==> src/logic/oneshot_pwm_event_timer_pkg.sv <==
package oneshot_pwm_event_timer_pkg;
  localparam logic [2:0] MODE_SINGLE = 3'h6;
  localparam logic [2:0] MODE_PWM8 = 3'h7;
  localparam logic [1:0] CLK_DIV1 = 2'h0;
  localparam logic [1:0] CLK_DIV2 = 2'h1;
  localparam logic [1:0] CLK_PARTNER = 2'h2;
  localparam logic [1:0] CLK_EVENT = 2'h3;
  localparam int FILTER_DEPTH = 4;
  localparam logic [15:0] COUNTER_TOP = 16'hFFFF;
  localparam logic [15:0] COUNTER_RESET = 16'h0000;
  localparam logic [15:0] COUNTER_STEP = 16'h0001;
  typedef enum logic [3:0] {
    SHOT_IDLE = 4'h1,
    SHOT_DELAY = 4'h2,
    SHOT_RUN = 4'h4,
    SHOT_HOLD = 4'h8
  } shot_state_t;
endpackage : oneshot_pwm_event_timer_pkg

==> src/logic/event_input_if.sv <==
`timescale 1ns/1ps
`default_nettype none
interface event_input_if;
  logic rawIn;
  logic filterOn;
  logic level;
  logic rise;
  logic fall;
  logic fastRise;
  logic fastFall;
  modport filt (input rawIn, input filterOn, output level, output rise,
    output fall, output fastRise, output fastFall);
  modport user (output rawIn, output filterOn, input level, input rise,
    input fall, input fastRise, input fastFall);
endinterface : event_input_if
`default_nettype wire

==> src/logic/event_input_filter.sv <==
`timescale 1ns/1ps
`default_nettype none
module event_input_filter
  import oneshot_pwm_event_timer_pkg::*;
(
  input wire logic core_clk,
  input wire logic rst_n,
  event_input_if.filt ev
);
  logic syncA_reg, syncB_reg, level_reg, prevLevel_reg, prevFast_reg;
  logic [FILTER_DEPTH-1:0] samples_reg;
  logic [FILTER_DEPTH-1:0] samples_next;
  logic level_next;

  // Level update: four agreeing samples, or straight through when off
  always_comb begin
    samples_next = {samples_reg[FILTER_DEPTH-2:0], syncB_reg};
    level_next = level_reg;
    if (!ev.filterOn) begin
      level_next = syncB_reg;
    end else if (&samples_reg) begin
      level_next = 1'b1;
    end else if (~|samples_reg) begin
      level_next = 1'b0;
    end
  end

  // Two-stage synchroniser, then sample history
  always_ff @(posedge core_clk or negedge rst_n) begin
    if (!rst_n) begin
      syncA_reg <= 1'b0;
      syncB_reg <= 1'b0;
      samples_reg <= '0;
      level_reg <= 1'b0;
      prevLevel_reg <= 1'b0;
      prevFast_reg <= 1'b0;
    end else begin
      syncA_reg <= ev.rawIn;
      syncB_reg <= syncA_reg;
      samples_reg <= samples_next;
      level_reg <= level_next;
      prevLevel_reg <= level_reg;
      prevFast_reg <= syncB_reg;
    end
  end

  // Edge pulses; fast pair skips the filter for quicker reaction
  assign ev.level = level_reg;
  assign ev.rise = level_reg & ~prevLevel_reg;
  assign ev.fall = ~level_reg & prevLevel_reg;
  assign ev.fastRise = syncB_reg & ~prevFast_reg;
  assign ev.fastFall = ~syncB_reg & prevFast_reg;
endmodule : event_input_filter
`default_nettype wire

==> src/logic/oneshot_pwm_event_timer.sv <==
`timescale 1ns/1ps
`default_nettype none
module oneshot_pwm_event_timer
  import oneshot_pwm_event_timer_pkg::*;
(
  input wire logic core_clk,
  input wire logic rst_n,
  input wire logic timerEnable,
  input wire logic [2:0] timerModeSelect,
  input wire logic [1:0] clockSourceSelect,
  input wire logic restartWithPartner,
  input wire logic waveformOutputEnable,
  input wire logic outputInitialLevel,
  input wire logic immediateTrigger,
  input wire logic triggerInputEnable,
  input wire logic eventEdge,
  input wire logic noiseFilterEnable,
  input wire logic [15:0] compareValue,
  input wire logic counterLoad,
  input wire logic [15:0] counterLoadValue,
  input wire logic partnerTimerTick,
  input wire logic partnerRestart,
  input wire logic triggerEventIn,
  input wire logic countEventIn,
  input wire logic eventHitFlagClear,
  output logic waveformOut,
  output logic [15:0] counterValue,
  output logic counterRunning,
  output logic eventHitFlag,
  output logic eventOut
);
  event_input_if trigIf ();
  event_input_if countIf ();

  // Trigger path may be filtered; count path never is
  assign trigIf.rawIn = triggerEventIn;
  assign trigIf.filterOn = noiseFilterEnable;
  assign countIf.rawIn = countEventIn;
  assign countIf.filterOn = 1'b0;

  event_input_filter trigFilter (
    .core_clk(core_clk),
    .rst_n(rst_n),
    .ev(trigIf.filt)
  );
  event_input_filter countFilter (
    .core_clk(core_clk),
    .rst_n(rst_n),
    .ev(countIf.filt)
  );

  shot_state_t state_reg, state_next;
  logic [15:0] count_reg, count_next;
  logic out_reg, out_next;
  logic flag_reg, flag_next;
  logic evOut_reg, evOut_next;
  logic div_reg, div_next;
  logic enPrev_reg;
  logic tick, isSingle, isPwm, trig, hit, enRise;

  assign isSingle = timerModeSelect == MODE_SINGLE;
  assign isPwm = timerModeSelect == MODE_PWM8;
  assign enRise = timerEnable & ~enPrev_reg;

  // Count tick per clock source
  always_comb begin
    unique case (clockSourceSelect)
      CLK_DIV1: tick = 1'b1;
      CLK_DIV2: tick = div_reg;
      CLK_PARTNER: tick = partnerTimerTick;
      CLK_EVENT: tick = countIf.rise;
    endcase
  end

  // Qualified trigger edge; immediate mode takes the unfiltered edge
  always_comb begin
    if (!triggerInputEnable || !timerEnable) begin
      trig = 1'b0;
    end else if (immediateTrigger && isSingle) begin
      trig = eventEdge ? trigIf.fastFall : trigIf.fastRise;
    end else begin
      trig = eventEdge ? trigIf.fall : trigIf.rise;
    end
  end

  // Counter and single-shot sequencing
  always_comb begin
    state_next = state_reg;
    count_next = count_reg;
    hit = 1'b0;
    div_next = timerEnable ? ~div_reg : 1'b0;
    if (!timerEnable) begin
      state_next = SHOT_IDLE;
    end else if (isSingle) begin
      unique case (state_reg)
        SHOT_IDLE: begin
          if (enRise && count_reg != COUNTER_TOP) begin
            state_next = SHOT_RUN;
          end else if (trig) begin
            state_next = SHOT_DELAY;
          end
        end
        SHOT_DELAY: begin
          state_next = SHOT_RUN;
          count_next = COUNTER_RESET;
        end
        SHOT_RUN: begin
          if (tick) begin
            if (count_reg == compareValue) begin
              state_next = SHOT_HOLD;
              hit = 1'b1;
            end else begin
              count_next = count_reg + COUNTER_STEP;
            end
          end
        end
        SHOT_HOLD: begin
          if (tick) begin
            state_next = SHOT_IDLE;
          end
        end
        default: state_next = SHOT_IDLE;
      endcase
    end else begin
      state_next = SHOT_IDLE;
      if (tick) begin
        if (isPwm && count_reg[7:0] >= compareValue[7:0]) begin
          count_next = COUNTER_RESET;
          hit = 1'b1;
        end else if (!isPwm && count_reg == compareValue) begin
          count_next = COUNTER_RESET;
          hit = 1'b1;
        end else begin
          count_next = count_reg + COUNTER_STEP;
        end
      end
    end
    if (timerEnable && restartWithPartner && partnerRestart &&
        !(isSingle && state_reg != SHOT_RUN)) begin
      count_next = COUNTER_RESET;
    end
    if (counterLoad) begin
      count_next = counterLoadValue;
    end
  end

  // Waveform level from the next state so the pin matches its cause
  always_comb begin
    if (!waveformOutputEnable || !timerEnable) begin
      out_next = 1'b0;
    end else if (isSingle) begin
      out_next = (state_next == SHOT_RUN) ||
        (immediateTrigger && state_next == SHOT_DELAY);
    end else if (isPwm) begin
      out_next = count_next[7:0] < compareValue[15:8];
    end else begin
      out_next = outputInitialLevel;
    end
  end

  // Hit flag: a new hit beats a same-cycle clear
  always_comb begin
    flag_next = hit | (flag_reg & ~eventHitFlagClear);
    evOut_next = hit;
  end

  always_ff @(posedge core_clk or negedge rst_n) begin
    if (!rst_n) begin
      state_reg <= SHOT_IDLE;
      count_reg <= COUNTER_RESET;
      out_reg <= 1'b0;
      flag_reg <= 1'b0;
      evOut_reg <= 1'b0;
      div_reg <= 1'b0;
      enPrev_reg <= 1'b0;
    end else begin
      state_reg <= state_next;
      count_reg <= count_next;
      out_reg <= out_next;
      flag_reg <= flag_next;
      evOut_reg <= evOut_next;
      div_reg <= div_next;
      enPrev_reg <= timerEnable;
    end
  end

  // Status registered from the next state
  logic running_reg;
  always_ff @(posedge core_clk or negedge rst_n) begin
    if (!rst_n) begin
      running_reg <= 1'b0;
    end else begin
      running_reg <= timerEnable &&
        (isSingle ? state_next == SHOT_RUN : 1'b1);
    end
  end

  assign waveformOut = out_reg;
  assign counterValue = count_reg;
  assign counterRunning = running_reg;
  assign eventHitFlag = flag_reg;
  assign eventOut = evOut_reg;
endmodule : oneshot_pwm_event_timer
`default_nettype wire

==> config.mk <==
export PLATFORM = sky130hd
export DESIGN_NAME = oneshot_pwm_event_timer
export DESIGN_NICKNAME = d
export VERILOG_FILES = /design/src/logic/oneshot_pwm_event_timer_pkg.sv /design/src/logic/event_input_if.sv /design/src/logic/event_input_filter.sv /design/src/logic/oneshot_pwm_event_timer.sv
export SDC_FILE = /design/constraint.sdc
export NUM_CORES = 1
export LEC_CHECK = 0
export ABC_AREA = 1
export BUFFER_PORTS_ARGS = -buffer_cell sky130_fd_sc_hd__buf_2
export CAP_MARGIN = 20
export CORE_UTILIZATION = 53
export CTS_CLUSTER_SIZE = 16
export DETAILED_ROUTE_END_ITERATION = 6
export GPL_ROUTABILITY_DRIVEN = 0
export GPL_TIMING_DRIVEN = 0
export PLACE_DENSITY = 0.79
export REMOVE_ABC_BUFFERS = 1
export SLEW_MARGIN = 20
export SYNTH_ARGS = -nofsm -noshare
export SYNTH_HDL_FRONTEND = slang
export SYNTH_SLANG_ARGS = --single-unit
==> constraint.sdc <==
create_clock -name core_clk -period 3.94 [get_ports core_clk]
set_input_delay 0.788 -clock core_clk [delete_from_list [all_inputs] [get_ports core_clk]]
set_output_delay 0.788 -clock core_clk [all_outputs]
set_load 0.02 [all_outputs]
==> metrics.md, run 1 <==
| Metric | Value |
|---|---|
| Status | `finished clean` |
| Max_slew headroom | `0.423` |
| CP max FO | `4` |
| Synthesized area | `2770 sq um` |
| Post-DR wirelength/cell | `13.2 um` |
| Worst reg2reg path depth | `19` |
| CP max stage delay | `0.31 ns` |
| #FFs+latches synth | `38` |
| EDFF count, synth | `0` |
| Via count | `2791` |
| Worst-path cell chain | `buf_2, inv_1, ha_1, nand2_1, nor2_1, nand3_1, inv_1, nand4_1, and2_1, nand2_1, nand2_1, nand2_1, nor2_1, o21ai_0, a21oi_2, ha_1, a21oi_1, nor2_1, a2111oi_1, nand2_1, a21oi_2` |
| Die Area | `5530 sq um` |
| # Post-CTS Setup Buffers | `0` |
| Hold Path Class | `reg2reg` |
| Worst VDD drop | `0.000175 V` |
| Distinct cells, synth | `41` |
| Reg2reg end | `waveformOut` |
| Hold_ws | `0.349 ns` |
| Final-layout fill cell count | `460` |
| Number of global-route vias before repair | `2578` |
| CTS tree | `done` |
| Antenna Nets Post-Route | `0` |
| Core Area | `4880 sq um` |
| CP Class | `in2reg` |
| RSZ-0062 raised after global routing | `no` |
| Post-route DRC | `0` |
| Critical Path RT | `4.17 ns` |
| Initial DRC Count | `241` |
| TritonRoute pass-1 iters | `5` |
| Initial Util | `0.568` |
| Routed WL | `6.89 mm` |
| Clock Tree Buf Depth | `2` |
| Setup crit end kind | `flop` |
| Tmin final | `3.57 ns` |
| Fin crit share | `0.905` |
| Top-Level Pins | `73` |
| Worst slew pin tran | `0.865 ns` |
| Arr. time, crit path | `3.79 ns` |
| Vias per inst | `5.34` |
| DP HPWL | `5.37 mm` |
| Hold Crit Start | `countFilter.syncA_reg` |
| Die Span X | `74.3 um` |
| Finish-stage setup viols | `0` |
| Cells after synthesis | `381` |
| Ant diodes | `0` |
| CTS root buf | `clkbuf_8` |
| Pwr Density | `309 nW/um^2` |
| Fin. Hold Viols | `0` |
| MaxCap Viol Count | `0` |
| Reg-to-reg startpoint | `counterValue[7]` |
| Top cells by area, synth | `dfrtp_1, nand2_1, inv_1` |
| WHS Endpoint | `countFilter.syncB_reg` |
| Sequential share of the synthesized area | `0.343` |
| Remaining Overflow, GRT | `0` |
| Area Overhead vs Synth | `18.7%` |
| Yosys top cell area share | `0.334` |
| Buf/Inv on CP | `3` |
| Placed cell count | `515` |
| FFs w/ async S/R, synth | `1.00` |
| Dpl ws | `-0.0129 ns` |
| R2R setup slack | `0.47 ns` |
| Syn. warnings | `0` |
| Post-layout util | `0.675` |
| Hold path depth | `0` |
| Finished Layout Cells | `523` |
| Setup WS post-layout | `0.374 ns` |
| Final #Nets | `524` |
| Most frequent CP cell | `nand2_1` |
| Slowest-stage cell, CP | `ha_1` |
| Skew-Pair Late Insertion Delay | `0.30 ns` |
| Largest net degree at the start of global routing | `39` |
| Max reg flops | `16` |
| Static Leak | `0.00176 uW` |
| CTS buffer count | `5` |
| Die Y | `74.3 um` |
| Gr usage total | `0.273` |
| Post-Syn Area per Cell | `7.28 sq um` |
| Top_reg_cell synth | `dfrtp_1` |
| I/O Buffers | `72` |
| CP startpoint kind | `primary input` |
| Max-slew violations | `0` |
| First-pass GRT wire length | `11.3 mm` |
| Antenna violations before repair | `0` |
| H-tree lvl count | `2` |
| Share of layout cells above drive strength 1 | `0.254` |
| CP top delay family | `simple AND/OR/NAND/NOR gates` |
| Maximum operating frequency | `280 MHz` |
| Worst-path clk slew | `0.07 ns` |
| Skew final | `0.0132 ns` |
| Top cell type by total area after synthesis | `dfrtp_1` |
| Site Rows | `25` |
| Clk sink count | `38` |
## Yosys cell counts (2+ instances only)
cell type	instances
nand2_1	98
inv_1	66
dfrtp_1	37
nor2_1	26
a21oi_1	18
o21ai_0	18
ha_1	16
nand3_1	16
a31oi_1	7
inv_2	7
nand3_2	6
nor2_2	6
o221ai_1	6
nor3_1	5
o211ai_1	4
xnor2_1	4
xor2_1	4
clkbuf_1	3
nand2_2	3
nand4_1	3
nor2_4	3
nor4_1	3
a32oi_1	2
nor3_2	2
nor3_4	2
## logic make-up (layout without fill, tap and decap cells)
kind of cell | after synthesis | after routing | synth area share
adders and majority gates | 16 | 16 | 0.0722
xor gates and xnor gates | 8 | 8 | 0.0253
AOI/OAI and AO/OA | 66 | 66 | 0.155
and+or+nand+nor | 175 | 175 | 0.297
DFF | 38 | 38 | 0.343
buffers and inverters | 78 | 153 | 0.107
## cells in the final DEF (no fill, tap or decap), drive strengths merged, types with 3 or more instances in the layout
master	count
xor2	4
a21oi	19
nand2	101
o21ai	19
a31oi	7
xnor2	4
dfrtp	37
nor3	9
clkbuf	6
ha	16
nand4	3
o211ai	5
o221ai	6
nand3	22
nor2	35
buf	72
nor4	3
inv	73
## layer usage
layer	vias to the layer above	GRT usage	wire length [um]
met5	-	0	0
met4	0	0.0755	117
met3	11	0.0407	405
met2	110	0.478	3280
met1	1274	0.354	3090
li1	1396	-	-
## power by group
part           total (uW)  switching [uW]  internal (uW)
sequential            454            35.1            419
clock                 266             144            123
combinational         297             187            109
total                1020             366            651
## timing repair
| action | CTS | global route |
|---|---|---|
| gates resized for setup | 0 | 4 |
| hold buffers | 0 | 0 |
| setup endpoints to repair | 0 | 1 |
## cell type report
class                           count  area [sq um]  area share
Sequential cell                    38           952       0.289
Tap cell                           67          83.8      0.0255
Multi-Input combinational cell    265          1540       0.468
Clock buffer                        6          72.6      0.0220
Inverter                           73           274      0.0832
Timing Repair Buffer               72           360       0.109
Clock inverter                      2          10.0     0.00304
## how the worst max path moves through the flow
stage	slack, ns	end	cells after the start	startpoint
2_1_floorplan	0.66	waveformOut	18	compareValue[7]
3_3_place_gp	0.06	waveformOut	19	compareValue[7]
3_5_place_dp	-0.01	waveformOut	19	compareValue[7]
4_1_cts	0.26	waveformOut	19	compareValue[7]
5_1_grt	0.03	waveformOut	23	compareValue[7]
6_report	0.37	waveformOut	21	compareValue[7]
## through the flow
| step | TNS [ns] | cell area [sq um] | power, uW |
|---|---|---|---|
| 2_1_floorplan | 0 | 2750 | 644 |
| 3_3_place_gp | 0 | 3190 | 742 |
| 3_5_place_dp | -0.0129 | 3190 | 752 |
| 4_1_cts | 0 | 3280 | 1020 |
| 5_1_grt | 0 | 3290 | 1080 |
| 6_report | 0 | 3290 | 1020 |
No activity file was read; power rests on OpenSTA's default activity.
==> inputs of run 2 (changes only) <==
--- a/config.mk
+++ b/config.mk
@@ -14,6 +14,7 @@
 export GPL_ROUTABILITY_DRIVEN = 0
 export GPL_TIMING_DRIVEN = 0
 export PLACE_DENSITY = 0.79
+export RECOVER_POWER = 100
 export REMOVE_ABC_BUFFERS = 1
 export SLEW_MARGIN = 20
 export SYNTH_ARGS = -nofsm -noshare
==> constraint.sdc (replaced) <==
create_clock -name core_clk -period 3.94 [get_ports core_clk]
set_input_delay 0.985 -clock core_clk [delete_from_list [all_inputs] [get_ports core_clk]]
set_output_delay 0.985 -clock core_clk [all_outputs]
set_load 0.02 [all_outputs]
==> run 2 against run 1 <==
Net effect:
- the flow now finishes with violations (max-capacitance violations, max-slew violations)
- fmax shrank 3.6%
- wire length increased by 1.0%
- final cell count is 0.19% higher
- clock-buffer cell count did not move
- combinational power is 2% lower
- hold slack hardly changed
- setup slack got worse by 0.13 ns
- critical path depth unchanged
- register-to-register slack better by 0.04 ns
- power fell by 0.48%
- largest power group unchanged
==> metrics.md, run 2 (synthesized netlist as in run 1, its figures left out) <==
| Metric | Value |
|---|---|
| CP Class | `in2reg` |
| CP max FO | `4` |
| Die Y | `74.3 um` |
| Maximum operating frequency | `270 MHz` |
| CP top delay family | `simple AND/OR/NAND/NOR gates` |
| CTS root buf | `clkbuf_8` |
| Initial DRC Count | `252` |
| Largest net degree at the start of global routing | `39` |
| Worst-path cell chain | `buf_2, inv_1, ha_1, nand2_1, nor2_1, nand3_1, inv_1, nand4_1, and2_1, nand2_1, nand2_1, nand2_2, nor2_1, o21ai_0, a21oi_2, ha_1, a21oi_1, nor2_1, a2111oi_2, nand2_1, a21oi_2` |
| Max_slew headroom | `-0.381` |
| First-pass GRT wire length | `11.3 mm` |
| Hold path depth | `0` |
| Reg-to-reg startpoint | `counterValue[0]` |
| Gr usage total | `0.273` |
| DP HPWL | `5.37 mm` |
| Clk sink count | `38` |
| Most common cell after layout, fill and taps aside | `nand2_1` |
| Commonest cells after routing, fill and taps aside | `nand2_1, inv_1, buf_2` |
| Worst slew pin tran | `2.07 ns` |
| CTS buffer count | `5` |
| Hold_ws | `0.350 ns` |
| CTS tree | `done` |
| Initial Util | `0.568` |
| Post-route DRC | `0` |
| Global-route track usage on met3 | `0.0407` |
| Worst VDD drop | `0.000175 V` |
| Routed WL | `6.96 mm` |
| Skew-Pair Late Insertion Delay | `0.30 ns` |
| TritonRoute pass-1 iters | `5` |
| Max reg flops | `16` |
| I/O Buffers | `72` |
| GRT Max-Usage Layer | `met2` |
| Placed cell count | `515` |
| Finished Layout Cells | `524` |
| Pwr Density | `311 nW/um^2` |
| Worst-path clk slew | `0.07 ns` |
| Hold Path Class | `reg2reg` |
| Reg2reg end | `waveformOut` |
| Status | `finished, violations left` |
| H-tree lvl count | `2` |
| Critical Path RT | `4.16 ns` |
| WHS Endpoint | `countFilter.syncB_reg` |
| Skew final | `0.0138 ns` |
| Top-Level Pins | `73` |
| Finish-stage setup viols | `0` |
| CTS Hold Bufs | `0` |
| Antenna Nets Post-Route | `0` |
| Die Area | `5530 sq um` |
| Final #Nets | `525` |
| Worst reg2reg path depth | `22` |
| R2R setup slack | `0.51 ns` |
| Max-slew violations | `39` |
| Dpl ws | `-0.210 ns` |
| Clock Tree Buf Depth | `2` |
| CP max stage delay | `0.32 ns` |
| Post-DR wirelength/cell | `13.3 um` |
| Area Overhead vs Synth | `17.3%` |
| Tmin final | `3.70 ns` |
| Final-layout fill cell count | `477` |
| Remaining Overflow, GRT | `0` |
| Number of global-route vias before repair | `2578` |
| Hold Crit Start | `countFilter.syncA_reg` |
| Ant diodes | `0` |
| Core Area | `4880 sq um` |
| Sum Neg Setup Slack | `0 ns` |
| Vias per inst | `5.30` |
| Slowest-stage cell, CP | `ha_1` |
| Failing checks | `max-capacitance violations, max-slew violations` |
| Die Span X | `74.3 um` |
| Fin crit share | `0.939` |
| Static Leak | `0.00169 uW` |
| Via count | `2777` |
| Buf/Inv on CP | `3` |
| CP startpoint kind | `primary input` |
| Setup WS post-layout | `0.241 ns` |
| Arr. time, crit path | `3.92 ns` |
| Fin. Hold Viols | `0` |
| Most frequent CP cell | `nand2_1` |
| Met2 Resource Use GR | `0.478` |
| Antenna violations before repair | `0` |
| MaxCap Viol Count | `1` |
| Grt met1 use | `0.354` |
| Site Rows | `25` |
| Setup crit end kind | `flop` |
| Share of layout cells above drive strength 1 | `0.195` |
-- run 2: changes by cell type in the layout (fill, tap and decap cells not counted), sizes merged --
| cell | delta |
|---|---|
| clkbuf | +24 |
| buf | -23 |
-- run 2: metrics by stage --
step	power, uW	cell area, sq um	util
after floorplan	644	2750	-
after detailed placement	752	3190	0.655
final	1010	3250	0.667
after global placement	742	3190	0.655
after CTS	1020	3280	0.672
after global routing	1070	3250	0.667
-- run 2: worst reg2reg max path, stage by stage, from the launching register on --
cell and delay, ns:
dfrtp_1 0.40, inv_1 0.23, ha_1 0.29, nand2_1 0.06, inv_1 0.04, nand3_1 0.10
nand2_1 0.06, nor2_1 0.08, nand2_1 0.06, nand2_1 0.08, and2_1 0.19, nand2_1 0.08
nand2_1 0.12, nand2_2 0.11, o21ai_0 0.15, o21ai_0 0.13, a21oi_2 0.23, ha_1 0.28
a21oi_1 0.15, nor2_1 0.06, a2111oi_2 0.21, nand2_1 0.12, a21oi_2 0.14
-- run 2: per-layer routing --
layer | vias up | wire length, um
li1 | 1395 | -
met1 | 1273 | 3180
met2 | 98 | 3300
met3 | 11 | 388
met4 | 0 | 95
met5 | - | 0
-- run 2: layout make-up --
cell class / count / area, sq um / share of cell area
flip-flops and latches: 38 / 952 / 0.293
well taps: 67 / 83.8 / 0.0258
inverters: 73 / 274 / 0.0842
clock buffers: 6 / 72.6 / 0.0223
clock inverters: 2 / 10.0 / 0.00308
multi-input cells: 265 / 1520 / 0.468
repair buffers: 73 / 339 / 0.104
-- run 2: worst max-delay path by stage --
stage                               start     endpoint  cells after the start
after floorplan           compareValue[7]  waveformOut                     18
after global placement    compareValue[7]  waveformOut                     19
after detailed placement  compareValue[7]  waveformOut                     19
after CTS                 compareValue[7]  waveformOut                     19
after global routing      compareValue[7]  waveformOut                     21
final                     compareValue[7]  waveformOut                     21
-- run 2: report_power, final --
part / switching (uW) / leakage [uW] / internal (uW) / total, uW
clock network: 144 / 0.0000450 / 123 / 267
logic: 187 / 0.00118 / 104 / 291
registers: 35.3 / 0.000464 / 419 / 454
-- run 2: repair_timing --
action,4_1_cts,5_1_grt
endpoints found under the setup margin,0,1
resized for setup,0,5
setup buffers,0,1
==> inputs of run 3 (changes only) <==
--- a/config.mk
+++ b/config.mk
@@ -5,15 +5,14 @@
 export SDC_FILE = /design/constraint.sdc
 export NUM_CORES = 1
 export LEC_CHECK = 0
-export ABC_AREA = 1
 export BUFFER_PORTS_ARGS = -buffer_cell sky130_fd_sc_hd__buf_2
 export CAP_MARGIN = 20
-export CORE_UTILIZATION = 53
+export CORE_UTILIZATION = 54
 export CTS_CLUSTER_SIZE = 16
 export DETAILED_ROUTE_END_ITERATION = 6
 export GPL_ROUTABILITY_DRIVEN = 0
 export GPL_TIMING_DRIVEN = 0
-export PLACE_DENSITY = 0.79
+export PLACE_DENSITY = 0.8
 export RECOVER_POWER = 100
 export REMOVE_ABC_BUFFERS = 1
 export SLEW_MARGIN = 20
==> run 3 against run 2 <==
Net effect:
- the run still ends with max-capacitance violations, max-slew violations left
- setup slack worse by 0.062 ns
- sequential cell count did not move
- fmax is 1.7% lower
- utilization grew 3.3 points
- sequential power grew 5.3%
- critical endpoint unchanged
- largest cell class unchanged
- highest routed layer unchanged
==> metrics.md, run 3 <==
| Metric | Value |
|---|---|
| Initial Util | `0.579` |
| R2R setup slack | `0.36 ns` |
| Post-route cell area | `3410 sq um` |
| Most frequent CP cell | `ha_1` |
| Number of global-route vias before repair | `2805` |
| MaxCap Viol Count | `1` |
| Hold Crit Start | `trigFilter.syncA_reg` |
| Static Leak | `0.00152 uW` |
| Core Area | `4880 sq um` |
| Pwr Density | `349 nW/um^2` |
| Antenna Nets Post-Route | `0` |
| Area Overhead vs Synth | `20.7%` |
| Max reg flops | `16` |
| Largest net degree at the start of global routing | `39` |
| CP Class | `in2reg` |
| Fin crit share | `0.955` |
| Clock Tree Buf Depth | `2` |
| Via count | `3010` |
| Die Area | `5530 sq um` |
| Site Rows | `25` |
| Ant diodes | `0` |
| Top cell type by total area after synthesis | `dfrtp_1` |
| Routed WL | `8.04 mm` |
| Worst slew pin tran | `2.06 ns` |
| EDFF count, synth | `0` |
| CTS buffer count | `5` |
| Die Span X | `74.4 um` |
| Slowest-stage cell, CP | `a2111oi_4` |
| Yosys top cell area share | `0.327` |
| Cells after synthesis | `331` |
| Initial DRC Count | `301` |
| #FFs+latches synth | `38` |
| H-tree lvl count | `2` |
| Maximum operating frequency | `266 MHz` |
| CTS root buf | `clkbuf_8` |
| DP HPWL | `5.62 mm` |
| Max_slew headroom | `-0.374` |
| Arr. time, crit path | `3.97 ns` |
| FFs w/ async S/R, synth | `1.00` |
| Die Y | `74.4 um` |
| Commonest cells after routing, fill and taps aside | `buf_2, dfrtp_1, nand2_1` |
| WHS Endpoint | `trigFilter.syncB_reg` |
| Post-DR wirelength/cell | `17.0 um` |
| Setup crit end kind | `flop` |
| Gr usage total | `0.306` |
| Top cells by area, synth | `dfrtp_1, ha_1, nand3_1` |
| Failing checks | `max-capacitance violations, max-slew violations` |
| Top_reg_cell synth | `dfrtp_1` |
| Dpl ws | `-0.935 ns` |
| First-pass GRT wire length | `12.8 mm` |
| Post-Syn Area per Cell | `8.54 sq um` |
| CP max FO | `11` |
| Placed instance area | `3230 sq um` |
| Reg-to-reg startpoint | `counterValue[0]` |
| Fin. Hold Viols | `0` |
| Worst VDD drop | `0.000260 V` |
| Critical Path RT | `4.15 ns` |
| CTS Hold Bufs | `0` |
| Clk sink count | `38` |
| Synthesized area | `2830 sq um` |
| Max-slew violations | `39` |
| CP max stage delay | `0.38 ns` |
| Sequential share of the synthesized area | `0.337` |
| Reg2reg end | `waveformOut` |
| Syn. warnings | `0` |
| Worst reg2reg path depth | `14` |
| TritonRoute pass-1 iters | `5` |
| Status | `finished, violations left` |
| Antenna violations before repair | `0` |
| Distinct cells, synth | `63` |
| Synth top cells by count | `dfrtp_1, nand2_1, inv_1, nand3_1, nor2_1` |
| CTS tree | `done` |
| Top-Level Pins | `73` |
| Count leader, synth | `dfrtp_1` |
| Worst-path cell chain | `buf_2, inv_1, ha_1, and4_1, a2111oi_4, and2_4, a22o_4, nand3_1, o221ai_2, ha_1, nand4_1, o21ai_0, nor3_2, o2111ai_1, a211oi_2` |
| Tmin final | `3.76 ns` |
| Hold Path Class | `reg2reg` |
| Finish-stage setup viols | `0` |
| Setup WS post-layout | `0.179 ns` |
| Final #Nets | `474` |
| Skew-Pair Late Insertion Delay | `0.30 ns` |
| Share of layout cells above drive strength 1 | `0.227` |
| Hold path depth | `0` |
| Vias per inst | `6.36` |
| Remaining Overflow, GRT | `0` |
| Most common cell after layout, fill and taps aside | `buf_2` |
| Post-route DRC | `0` |
| Post-layout util | `0.699` |
| I/O Buffers | `72` |
| CP startpoint kind | `primary input` |
| Skew final | `0.00867 ns` |
| Worst-path clk slew | `0.07 ns` |
run 3: stage by stage:
stage | TNS (ns) | hold slack, ns | cells | total power (uW)
floorplan | 0 | 0.331 | 323 | 686
global placement | -0.874 | 0.332 | 462 | 799
detailed placement | -0.935 | 0.343 | 462 | 814
CTS | 0 | 0.362 | 470 | 1170
global route | -0.00580 | 0.372 | 473 | 1250
finish | 0 | 0.359 | 473 | 1190
run 3: how the worst max path moves through the flow:
stage               cells past startpoint     endpoint  slack, ns       startpoint
detailed placement                     15  waveformOut      -0.94  compareValue[6]
global placement                       15  waveformOut      -0.87  compareValue[6]
CTS                                    15  waveformOut       0.03  compareValue[7]
finish                                 15  waveformOut       0.18  compareValue[7]
floorplan                              14  waveformOut       0.10  compareValue[6]
global route                           15  waveformOut     -0.006  compareValue[3]
run 3: cell type report:
class,instances,area [sq um]
fillers,417,1470
inverters,28,105
clock buffers,7,86.3
flip-flops and latches,38,952
multi-input cells,258,1810
repair buffers,74,348
clock inverters,1,30.0
well taps,67,83.8
run 3: cells by family (layout without fill, tap and decap cells):
logic type / count (synthesis) / in the layout / share of synthesized area
XOR/XNOR: 9 / 9 / 0.0279
multiplexers: 1 / 1 / 0.00398
AO/OA/AOI/OAI: 79 / 80 / 0.209
AND/OR/NAND/NOR: 152 / 152 / 0.298
buffers and inverters: 36 / 110 / 0.0531
flip-flops: 38 / 38 / 0.337
adder cells (fa/ha/maj): 16 / 16 / 0.0708
run 3: repair_timing:
| item | 4_1_cts | 5_1_grt |
|---|---|---|
| endpoints found under the setup margin | 1 | 1 |
| gates cloned | 0 | 1 |
| resized for setup | 4 | 10 |
| buffers inserted | 0 | 2 |
| pin swaps | 0 | 6 |
run 3: routing by layer:
layer,track usage,vias up,part of all wire
li1,-,1393,-
met1,0.409,1410,0.41
met2,0.501,180,0.46
met3,0.0596,27,0.10
met4,0.101,0,0.027
met5,0,-,0
run 3: worst max-delay path, delay by kind of cell:
family | cells | cell delay (ns)
AND/OR/NAND/NOR | 5 | 0.92
AO/OA/AOI/OAI | 6 | 1.32
adder cells (fa/ha/maj) | 2 | 0.64
buffers and inverters | 2 | 0.11
run 3: report_power, final:
| group | switching (uW) | internal (uW) |
|---|---|---|
| clock | 151 | 207 |
| sequential | 55.4 | 423 |
| combinational | 222 | 132 |
| total | 429 | 761 |
